**config.mk**
```make
export PLATFORM = sky130hd
export DESIGN_NAME = ufc_uart_fifo_ctrl
export DESIGN_NICKNAME = d
export VERILOG_FILES = /design/src/ufc_pkg.sv /design/src/ufc_uart_fifo_ctrl.sv /design/src/ufc_fifo.sv
export SDC_FILE = /design/constraint.sdc
export NUM_CORES = 1
export LEC_CHECK = 0
export ABC_AREA = 1
export BUFFER_PORTS_ARGS = -buffer_cell sky130_fd_sc_hd__buf_4
export CAP_MARGIN = 20
export CORE_MARGIN = 3
export CORE_UTILIZATION = 30
export CTS_BUF_LIST = sky130_fd_sc_hd__clkbuf_8
export CTS_CLUSTER_DIAMETER = 100
export DETAILED_ROUTE_END_ITERATION = 10
export GPL_ROUTABILITY_DRIVEN = 1
export GPL_TIMING_DRIVEN = 1
export PLACE_DENSITY_LB_ADDON = 0.08
export SKIP_CTS_REPAIR_TIMING = 1
export SLEW_MARGIN = 40
export SYNTH_ARGS = -nofsm -noshare
export SYNTH_HDL_FRONTEND = slang
export SYNTH_SLANG_ARGS = --single-unit
```
**constraint.sdc**
```tcl
create_clock -name pclk -period 2.6 [get_ports pclk]
set_clock_uncertainty 0.05 [all_clocks]
set_input_delay 0.13 -clock pclk [delete_from_list [all_inputs] [get_ports pclk]]
set_output_delay 0.13 -clock pclk [all_outputs]
set_load 0.02 [all_outputs]
```
**src/ufc_pkg.sv**
```systemverilog
package ufc_pkg;

    // character and buffer geometry
    localparam int unsigned DATA_W = 8;
    localparam int unsigned FIFO_DEPTH = 16;
    localparam int unsigned CNT_W = 5;
    localparam int unsigned PTR_W = 4;

    // apb geometry
    localparam int unsigned ADDR_W = 12;
    localparam int unsigned BUS_W = 32;

    // register byte offsets
    localparam logic [11:0] OFF_FIFO_CONTROL = 12'h000;
    localparam logic [11:0] OFF_TX_HOLDING = 12'h004;
    localparam logic [11:0] OFF_RX_HOLDING = 12'h008;
    localparam logic [11:0] OFF_ALT_FUNC = 12'h00C;
    localparam logic [11:0] OFF_STATUS = 12'h010;

    // fifo_control field positions
    localparam int unsigned FC_EN = 0;
    localparam int unsigned FC_RX_FLUSH = 1;
    localparam int unsigned FC_TX_FLUSH = 2;
    localparam int unsigned FC_DMA_MODE = 3;
    localparam int unsigned FC_TRIG_LO = 6;
    localparam int unsigned FC_TRIG_HI = 7;
    localparam logic [7:0] FC_RESET = 8'h00;
    localparam logic [7:0] FC_WRITE_MASK = 8'hCF;

    // alternate_function_cfg fields
    localparam int unsigned AF_RX_READY = 0;
    localparam int unsigned AF_LEVEL = 1;
    localparam logic [7:0] AF_RESET = 8'h00;
    localparam logic [7:0] AF_WRITE_MASK = 8'h03;

    // status field positions
    localparam int unsigned ST_TX_CNT = 0;
    localparam int unsigned ST_RX_CNT = 8;
    localparam int unsigned ST_TX_RDY_N = 16;
    localparam int unsigned ST_RX_RDY_N = 17;
    localparam int unsigned ST_RX_IRQ = 18;
    localparam int unsigned ST_TX_IRQ = 19;
    localparam int unsigned ST_RX_BLOCK = 20;

    // receive trigger levels in characters
    localparam logic [4:0] TRIG_SEL0 = 5'h01;
    localparam logic [4:0] TRIG_SEL1 = 5'h04;
    localparam logic [4:0] TRIG_SEL2 = 5'h08;
    localparam logic [4:0] TRIG_SEL3 = 5'h0E;

    // fill limits: full fifo, or one-deep holding register
    localparam logic [4:0] LIMIT_FIFO = 5'h10;
    localparam logic [4:0] LIMIT_HOLD = 5'h01;
    localparam logic [4:0] CNT_EMPTY = 5'h00;

    // receive ready state in block mode
    typedef enum logic {
        UFC_RXD_IDLE,
        UFC_RXD_ACTIVE
    } ufc_rxdma_t;

endpackage

```
**src/ufc_uart_fifo_ctrl.sv**
```systemverilog
`timescale 1ns/1ps
module ufc_uart_fifo_ctrl
    import ufc_pkg::*;
(
    input wire logic pclk,
    input wire logic presetn,
    input wire logic [11:0] paddr,
    input wire logic psel,
    input wire logic penable,
    input wire logic pwrite,
    input wire logic [31:0] pwdata,
    input wire logic [3:0] pstrb,
    output logic [31:0] prdata,
    output logic pready,
    output logic pslverr,
    output logic [7:0] tx_data,
    output logic tx_valid,
    input wire logic tx_ready,
    input wire logic [7:0] rx_data,
    input wire logic rx_valid,
    output logic rx_ready,
    input wire logic rx_timeout,
    output logic tx_dma_ready_n,
    output logic multi_function_pin,
    output logic rx_data_irq,
    output logic tx_space_irq
);

    // software visible state
    logic [7:0] fifo_control;
    logic [7:0] alternate_function_cfg;

    // registered receive ready level, before pin selection
    logic rx_dma_ready_n;

    // block mode receive ready state
    ufc_rxdma_t rxd_state;
    ufc_rxdma_t next_rxd_state;

    // read of the receive holding word, armed in the setup phase
    logic rx_take;

    // fifo side signals
    logic tx_in_ready;
    logic [4:0] tx_count;
    logic [4:0] rx_count;
    logic rx_in_ready;

    // receive fifo head as the bus sees it
    logic [7:0] rx_head;
    logic rx_head_valid;

    // ------------------------------------------------------------
    // apb decode
    // ------------------------------------------------------------

    // the answer always comes in the first access cycle
    wire setup = psel && !penable;
    wire access = psel && penable && pready;
    // pready in the term keeps a held access from acting twice
    wire wr_access = access && pwrite;

    // register hits
    // exact byte addresses: a misaligned address is refused
    wire hit_fc = (paddr == OFF_FIFO_CONTROL);
    wire hit_tx = (paddr == OFF_TX_HOLDING);
    wire hit_rx = (paddr == OFF_RX_HOLDING);
    wire hit_af = (paddr == OFF_ALT_FUNC);
    wire hit_st = (paddr == OFF_STATUS);
    wire mapped = hit_fc || hit_tx || hit_rx || hit_af || hit_st;

    // refused: unmapped, wrong direction, or write into a full transmit path
    // a refused write changes nothing; the error is its only answer
    wire bad_dir = pwrite ? (hit_rx || hit_st) : hit_tx;
    wire tx_overrun = pwrite && hit_tx && !tx_in_ready;
    wire next_err = !mapped || bad_dir || tx_overrun;

    // byte registers only move when lane zero is strobed
    // a write with lane zero off does nothing; it ends without error unless refused above
    wire lane0 = pstrb[0];
    wire fc_write = wr_access && hit_fc && lane0 && !pslverr;
    wire af_write = wr_access && hit_af && lane0 && !pslverr;
    // tx ready can only rise between setup and access, so the check holds
    wire tx_push = wr_access && hit_tx && lane0 && !pslverr;
    // rx_take keeps an empty fifo from being popped
    wire rx_pop = access && rx_take;

    // ------------------------------------------------------------
    // fifo control decode
    // ------------------------------------------------------------

    // block mode needs the fifos; with them off the mode bit waits
    wire fifo_en = fifo_control[FC_EN];
    wire mode1 = fifo_en && fifo_control[FC_DMA_MODE];
    wire [1:0] trig_sel = fifo_control[FC_TRIG_HI:FC_TRIG_LO];

    // trigger level in characters
    // compared as a level, so a burst past the mark still triggers
    wire [4:0] trig_level = (trig_sel == 2'b00) ? TRIG_SEL0 :
                            (trig_sel == 2'b01) ? TRIG_SEL1 :
                            (trig_sel == 2'b10) ? TRIG_SEL2 :
                                                  TRIG_SEL3;

    // fifos off behave as a single holding register
    // limitation: with fifos off only one character waits each way
    wire [4:0] fill_limit = fifo_en ? LIMIT_FIFO : LIMIT_HOLD;

    // an enable change empties both fifos, just as the flush bits do
    // old characters are never read back under a changed depth
    wire en_change = fc_write && (pwdata[FC_EN] != fifo_en);

    // with enable written low only the enable bit moves
    // so software can switch the fifos off without losing its setup
    wire [7:0] fc_kept = fifo_control & ~(8'h01 << FC_EN);
    wire [7:0] fc_loaded = pwdata[7:0] & FC_WRITE_MASK;
    wire [7:0] fc_written = pwdata[FC_EN] ? fc_loaded : fc_kept;

    // flush bits live for one cycle only
    // the fifos act on a flush one edge after the write lands
    wire [7:0] fc_idle = fifo_control &
        ~((8'h01 << FC_RX_FLUSH) | (8'h01 << FC_TX_FLUSH));
    wire [7:0] flush_force = en_change ?
        ((8'h01 << FC_RX_FLUSH) | (8'h01 << FC_TX_FLUSH)) : 8'h00;
    wire [7:0] next_fc = (fc_write ? fc_written : fc_idle) | flush_force;

    // flush requests reach the fifos from the register itself
    wire rx_flush = fifo_control[FC_RX_FLUSH];
    wire tx_flush = fifo_control[FC_TX_FLUSH];

    // ------------------------------------------------------------
    // status derived from fill levels
    // ------------------------------------------------------------

    // counts are registered, so every level lags a push by one cycle
    wire tx_empty = (tx_count == CNT_EMPTY);
    wire tx_full = (tx_count == LIMIT_FIFO);
    wire rx_empty = (rx_count == CNT_EMPTY);
    wire rx_at_trig = (rx_count >= trig_level);

    // transmit ready: mode 1 is high only when full, mode 0 high once loaded
    // mode 0 ignores depth and only asks whether anything is held
    wire next_tx_rdy_n = mode1 ? tx_full : !tx_empty;

    // block mode receive ready walks from trigger/timeout to empty
    always_comb begin
        next_rxd_state = rxd_state;
        case (rxd_state)
            UFC_RXD_IDLE: begin
                // an arriving trigger or timeout starts the block
                if (mode1 && (rx_at_trig || rx_timeout)) begin
                    next_rxd_state = UFC_RXD_ACTIVE;
                end
            end
            UFC_RXD_ACTIVE: begin
                // held until the fifo drains; a fresh timeout keeps it
                if (!mode1) begin
                    // leaving block mode drops the block at once
                    next_rxd_state = UFC_RXD_IDLE;
                end else if (rx_empty && !rx_timeout) begin
                    next_rxd_state = UFC_RXD_IDLE;
                end
            end
            default: begin
                // unreachable with two states; recovers to idle
                next_rxd_state = UFC_RXD_IDLE;
            end
        endcase
    end

    // mode 0 follows the receiver's content directly
    // the next state is used so pin and state move on the same edge
    wire next_rx_rdy_n = mode1 ? (next_rxd_state != UFC_RXD_ACTIVE) : rx_empty;

    // the pin carries receive ready only while software selected it;
    // software must select it before trusting the pin
    // otherwise the pin is a plain level set by software
    wire next_mf = alternate_function_cfg[AF_RX_READY] ?
        next_rx_rdy_n : alternate_function_cfg[AF_LEVEL];

    // interrupt levels: receive at the trigger in mode 1, per character in mode 0; transmit on any room in mode 1, only when empty in mode 0
    // both are levels; latching and priority live outside this block
    wire next_rx_irq = mode1 ? (rx_at_trig || rx_timeout) : !rx_empty;
    wire next_tx_irq = mode1 ? !tx_full : tx_empty;

    // ------------------------------------------------------------
    // read data mux
    // ------------------------------------------------------------

    // status is a snapshot of registered levels taken at setup
    wire [31:0] status_word =
        (32'(tx_count) << ST_TX_CNT) |
        (32'(rx_count) << ST_RX_CNT) |
        (32'(tx_dma_ready_n) << ST_TX_RDY_N) |
        (32'(rx_dma_ready_n) << ST_RX_RDY_N) |
        (32'(rx_data_irq) << ST_RX_IRQ) |
        (32'(tx_space_irq) << ST_TX_IRQ) |
        (32'(rxd_state == UFC_RXD_ACTIVE) << ST_RX_BLOCK);

    // an empty receive path reads as zero and pops nothing
    wire [31:0] rx_word = rx_head_valid ? {24'h000000, rx_head} : 32'h00000000;
    wire [31:0] rd_mux = hit_fc ? {24'h000000, fifo_control} :
                         hit_af ? {24'h000000, alternate_function_cfg} :
                         hit_rx ? rx_word :
                         hit_st ? status_word : 32'h00000000;
    // the pop is armed at setup, so the word read is the word removed
    wire arm_take = setup && !pwrite && hit_rx && rx_head_valid;

    // ------------------------------------------------------------
    // apb answer registers
    // ------------------------------------------------------------

    // setup loads the answer; the access cycle presents it
    // one pulse of pready per transfer, so there is never a wait state
    always_ff @(posedge pclk or negedge presetn) begin
        if (!presetn) begin
            pready <= 1'b0;
            pslverr <= 1'b0;
            prdata <= 32'h00000000;
            rx_take <= 1'b0;
        end else begin
            pready <= setup;
            pslverr <= setup && next_err;
            // read data rests at zero outside the access cycle
            prdata <= (setup && !pwrite) ? rd_mux : 32'h00000000;
            rx_take <= arm_take;
        end
    end

    // ------------------------------------------------------------
    // control registers
    // ------------------------------------------------------------

    // all control state starts at zero: fifos off, mode 0, trigger one
    always_ff @(posedge pclk or negedge presetn) begin
        if (!presetn) begin
            fifo_control <= FC_RESET;
            alternate_function_cfg <= AF_RESET;
        end else begin
            // flush bits fall by themselves through next_fc
            fifo_control <= next_fc;
            if (af_write) begin
                // only the two defined bits of the pin function are kept
                alternate_function_cfg <= pwdata[7:0] & AF_WRITE_MASK;
            end
        end
    end

    // ------------------------------------------------------------
    // pin and level outputs
    // ------------------------------------------------------------

    // receive ready idles high and transmit ready low, nothing buffered after reset
    always_ff @(posedge pclk or negedge presetn) begin
        if (!presetn) begin
            rxd_state <= UFC_RXD_IDLE;
            // transmit ready starts low: nothing held, so there is room
            tx_dma_ready_n <= 1'b0;
            rx_dma_ready_n <= 1'b1;
            // the pin is a low level until software picks its function
            multi_function_pin <= 1'b0;
            rx_data_irq <= 1'b0;
            tx_space_irq <= 1'b0;
        end else begin
            rxd_state <= next_rxd_state;
            tx_dma_ready_n <= next_tx_rdy_n;
            rx_dma_ready_n <= next_rx_rdy_n;
            multi_function_pin <= next_mf;
            rx_data_irq <= next_rx_irq;
            tx_space_irq <= next_tx_irq;
        end
    end

    // ------------------------------------------------------------
    // data buffers
    // ------------------------------------------------------------

    // transmit path: bus fills, transmit serializer drains at its own pace
    // the head word sits in a flop, so tx_data leaves a register
    ufc_fifo #(
        .WIDTH(DATA_W),
        .DEPTH(FIFO_DEPTH),
        .CW(CNT_W),
        .PW(PTR_W)
    ) u_tx_fifo (
        .pclk(pclk),
        .presetn(presetn),
        .flush(tx_flush),
        .limit(fill_limit),
        .in_valid(tx_push),
        .in_data(pwdata[7:0]),
        .in_ready(tx_in_ready),
        .out_valid(tx_valid),
        .out_data(tx_data),
        .out_ready(tx_ready),
        .count(tx_count)
    );

    // receive path: receiver fills and is stalled by rx_ready when full;
    // the serializer itself is never touched by a flush
    // a bus read pops through out_ready only in the access cycle
    ufc_fifo #(
        .WIDTH(DATA_W),
        .DEPTH(FIFO_DEPTH),
        .CW(CNT_W),
        .PW(PTR_W)
    ) u_rx_fifo (
        .pclk(pclk),
        .presetn(presetn),
        .flush(rx_flush),
        .limit(fill_limit),
        .in_valid(rx_valid),
        .in_data(rx_data),
        .in_ready(rx_in_ready),
        .out_valid(rx_head_valid),
        .out_data(rx_head),
        .out_ready(rx_pop),
        .count(rx_count)
    );

    // back-pressure straight from the fifo's registered ready
    // limitation: a full receive fifo stalls the receiver, nothing is lost
    assign rx_ready = rx_in_ready;

endmodule

```
**src/ufc_fifo.sv**
```systemverilog
`timescale 1ns/1ps
module ufc_fifo
    import ufc_pkg::*;
#(
    parameter int unsigned WIDTH = 8,
    parameter int unsigned DEPTH = 16,
    parameter int unsigned CW = 5,
    parameter int unsigned PW = 4
) (
    input wire logic pclk,
    input wire logic presetn,
    input wire logic flush,
    input wire logic [CW-1:0] limit,
    input wire logic in_valid,
    input wire logic [WIDTH-1:0] in_data,
    output logic in_ready,
    output logic out_valid,
    output logic [WIDTH-1:0] out_data,
    input wire logic out_ready,
    output logic [CW-1:0] count
);

    // storage; depth must be a power of two so pointers wrap by themselves
    logic [WIDTH-1:0] mem [DEPTH];
    logic [PW-1:0] wr_ptr;
    logic [PW-1:0] rd_ptr;

    // a flush drops the incoming word so nothing survives the clear
    wire push = in_valid && in_ready && !flush;
    wire pop = out_valid && out_ready && !flush;
    wire [PW-1:0] next_wr_ptr = flush ? '0 : (push ? PW'(wr_ptr + 1'b1) : wr_ptr);
    wire [PW-1:0] next_rd_ptr = flush ? '0 : (pop ? PW'(rd_ptr + 1'b1) : rd_ptr);
    wire [CW-1:0] next_count = flush ? '0 :
        CW'(count + CW'(push) - CW'(pop));
    // a word written where the next read points bypasses the array
    wire bypass = push && (wr_ptr == next_rd_ptr);

    // array write, no reset needed on the data
    always_ff @(posedge pclk) begin
        if (push) begin
            mem[wr_ptr] <= in_data;
        end
    end

    // pointers, count and registered handshake flags
    always_ff @(posedge pclk or negedge presetn) begin
        if (!presetn) begin
            wr_ptr <= '0;
            rd_ptr <= '0;
            count <= '0;
            out_valid <= 1'b0;
            in_ready <= 1'b0;
        end else begin
            wr_ptr <= next_wr_ptr;
            rd_ptr <= next_rd_ptr;
            count <= next_count;
            out_valid <= (next_count != '0);
            in_ready <= (next_count < limit);
        end
    end

    // head word comes from a register, ready one cycle after a push
    always_ff @(posedge pclk or negedge presetn) begin
        if (!presetn) begin
            out_data <= '0;
        end else begin
            out_data <= bypass ? in_data : mem[next_rd_ptr];
        end
    end

endmodule

```
==> flow_metrics.env <==
export IMPL_p_leak_nw=8.026
export IMPL_grt_max_degree=68
export IMPL_gp_congestion=0.7736
export IMPL_die_area_mm2=0.05397
export IMPL_p_total_mw=16.03
export IMPL_clk_pin_slew_worst_paths_ns=0.06
export IMPL_synth_ff_type="edfxtp_1"
export IMPL_min_path_type="input pin to flop"
export IMPL_max_slew_worst_pin_slew_ns=0.7881
export IMPL_crit_fanout=4
export IMPL_synth_async_sr_flop_share_pct=24.04
export IMPL_fin_util_pct=37.20
export IMPL_ys_warn_count=0
export IMPL_first_pass_iters=5
export IMPL_die_w_um=232.3
export IMPL_relSlewSlack_pct=47.26
export IMPL_start_util_pct=30.51
export IMPL_yosysSeqAreaShare_pct=63.22
export IMPL_critPathKind="input pin to flop"
export IMPL_drv_cap=0
export IMPL_finalMaxSlewViolations=0
export IMPL_io_pins=112
export IMPL_drt_iter0_markers=623
export IMPL_yosys_area_top_type="edfxtp_1"
export IMPL_end_kind="flop"
export IMPL_drcViolationCount=0
export IMPL_wire_per_inst_um=18.05
export IMPL_cts_buffers=60
export IMPL_startpoint_type="input pin"
export IMPL_clock_tree_buffer_depth=3
export IMPL_syn_area_mm2=0.01537
export IMPL_cts_sinks=337
export IMPL_diodes=0
export IMPL_dp_hpwl_um=27530
export IMPL_p_per_area_mw_per_mm2=855.5
export IMPL_hold_worst_slack_ns=0.005892
export IMPL_synth_top_cell_area_share_pct=50.02
export IMPL_grt_pass1_vias=10600
export IMPL_dp_slack_ns=-0.06125
export IMPL_wl_um=42970
export IMPL_synth_avg_cell_area_um2=10.42
export IMPL_period_needed_ns=2.494
export IMPL_coreArea_mm2=0.05038
export IMPL_ant_nets=0
export IMPL_ys_ff_latch=337
export IMPL_fp_dieH_um=232.3
export IMPL_ys_top_cells_by_area="edfxtp_1, dfrtp_1, nand3_1"
export IMPL_cts_tree="yes"
export IMPL_track_usage_pct=15.86
export IMPL_numPortBuffers=70
export IMPL_vias=10710
export IMPL_finalSetupViolCount=0
export IMPL_outcome="finished clean"
export IMPL_fmax_ghz=0.4010
export IMPL_fin_nets=1764
export IMPL_synth_edf_count=256
export IMPL_crit_arrival_ns=3.04
export IMPL_ir_drop_uv=449.9
export IMPL_areaGrowthSynthToFinish_pct=21.93
export IMPL_cts_root_buffer="clkbuf_8"
export IMPL_avgViaCountPerCell=4.500
export IMPL_finalHoldViolCount=0
export IMPL_synth_cells=1475
export IMPL_layout_setup_ws_ns=0.1063
export IMPL_final_layout_size_suffix_gt1_share_pct=17.09
export IMPL_grt_pass1_wl_um=64780
export IMPL_synth_cell_types=51
export IMPL_rsz0062_at_grt="true"
export IMPL_clk_insertion_delay_late_ns=0.66
export IMPL_grt_ovfl_total=0
export IMPL_required_ns=3.14
export IMPL_rows=82
export IMPL_period_share_pct=95.91
export IMPL_antenna_found_initial=0
export IMPL_cts_max_level=2
==> where the power goes <==
group / switching (mW) / total, mW / leakage, nW / internal (mW)
registers: 0.207 / 6.41 / 3.30 / 6.20
logic: 3.12 / 4.75 / 4.05 / 1.63
clock network: 2.26 / 4.87 / 0.674 / 2.61
total: 5.59 / 16.0 / 8.03 / 10.4
==> cell type report <==
cell class,count,area (µm²)
multi-input combinational,866,4606
clock inverter,35,239.0
inverter,217,818.3
timing repair buffer,188,1610
fill,5037,31640
clock buffer,66,908.4
sequential,337,9716
tap,672,840.8
==> worst max-delay path, cell delays in order <==
cell and delay (ns):
dlygate4sd3_1 0.54, buf_4 0.13, or2_4 0.25, nor3_2 0.18, nand2_1 0.18, nor4_4 0.29, ha_2 0.25, fa_1 0.21
nand2_1 0.06, a21oi_1 0.12, nor2_1 0.07, nand2_1 0.05, nand2_1 0.05, nor2_1 0.13, ha_1 0.26, a21oi_1 0.14
==> cells in the final DEF, fill, tap and decap left out, drive strengths merged, types with 33 or more instances in the layout <==
cell	Yosys	routed
inv	213	239
o211ai	34	34
nor2	108	108
nand3	226	226
dlygate4sd3	0	33
clkbuf	15	66
edfxtp	256	256
buf	53	155
o21ai	40	40
dfrtp	80	80
nand2	299	299
==> state kept, by name (all words and copies together) (netlist names), 5 cells and up <==
register	cells
u_tx_fifo.count	5
u_tx_fifo.mem	128
prdata	18
u_rx_fifo.out_data	8
fifo_control	6
u_rx_fifo.mem	128
u_tx_fifo.out_data	8
u_rx_fifo.count	5
==> through the flow <==
stage | TNS (ns) | instance area, µm² | cells
floorplan | 0 | 15420 | 1488
global placement | -0.04149 | 17100 | 2239
detailed placement | -0.09823 | 17100 | 2239
CTS | -0.1680 | 18250 | 2340
global route | -0.06086 | 18740 | 2381
finish | 0 | 18740 | 2381
==> Yosys cell counts, types with 3 or more instances <==
cell	number
nand2_1	286
edfxtp_1	256
nand3_1	222
inv_1	204
nor2_1	99
dfrtp_1	80
o21ai_0	38
o211ai_1	34
nand3b_1	32
buf_2	28
ha_1	28
buf_4	19
a21oi_1	18
nand4_1	16
nor3_1	16
clkbuf_1	15
nand2_2	10
inv_2	9
nor2_2	6
a31oi_1	5
buf_1	5
xor2_1	4
clkinv_1	3
nand2_4	3
nand3_4	3
or2_2	3
==> final timing paths <==
kind	cells past startpoint	slack, ns	end	from
min	6	0.006	u_tx_fifo.out_data[2]	pstrb[0]
min in group asynchronous	3	0.47	u_rx_fifo.count[1]	presetn
max	16	0.11	u_tx_fifo.in_ready	paddr[0]
min reg2reg	2	0.43	prdata[17]	rx_dma_ready_n
max in group asynchronous	4	1.49	u_tx_fifo.wr_ptr[2]	presetn
max reg2reg	14	0.13	u_tx_fifo.in_ready	u_tx_fifo.out_valid
==> routing by layer <==
layer,vias to the layer above,routed length (µm),global-route usage (%)
li1,5328,-,-
met1,5185,19900,21.32
met2,140,20740,26.48
met3,61,1549,2.736
met4,0,785,4.202
met5,-,0,0
==> cells by family after synthesis <==
| group | after synthesis | share of synthesized area, % |
|---|---|---|
| and+or+nand+nor | 709 | 21.75 |
| DFF | 337 | 63.22 |
| buffers and inverters | 285 | 7.710 |
| AOI/OAI and AO/OA | 104 | 4.209 |
| adders and majority gates | 30 | 2.540 |
| xor gates and xnor gates | 6 | 0.3420 |
| muxes | 3 | 0.2035 |
| other | 1 | 0.02440 |
(Power assumes the default switching activity.)
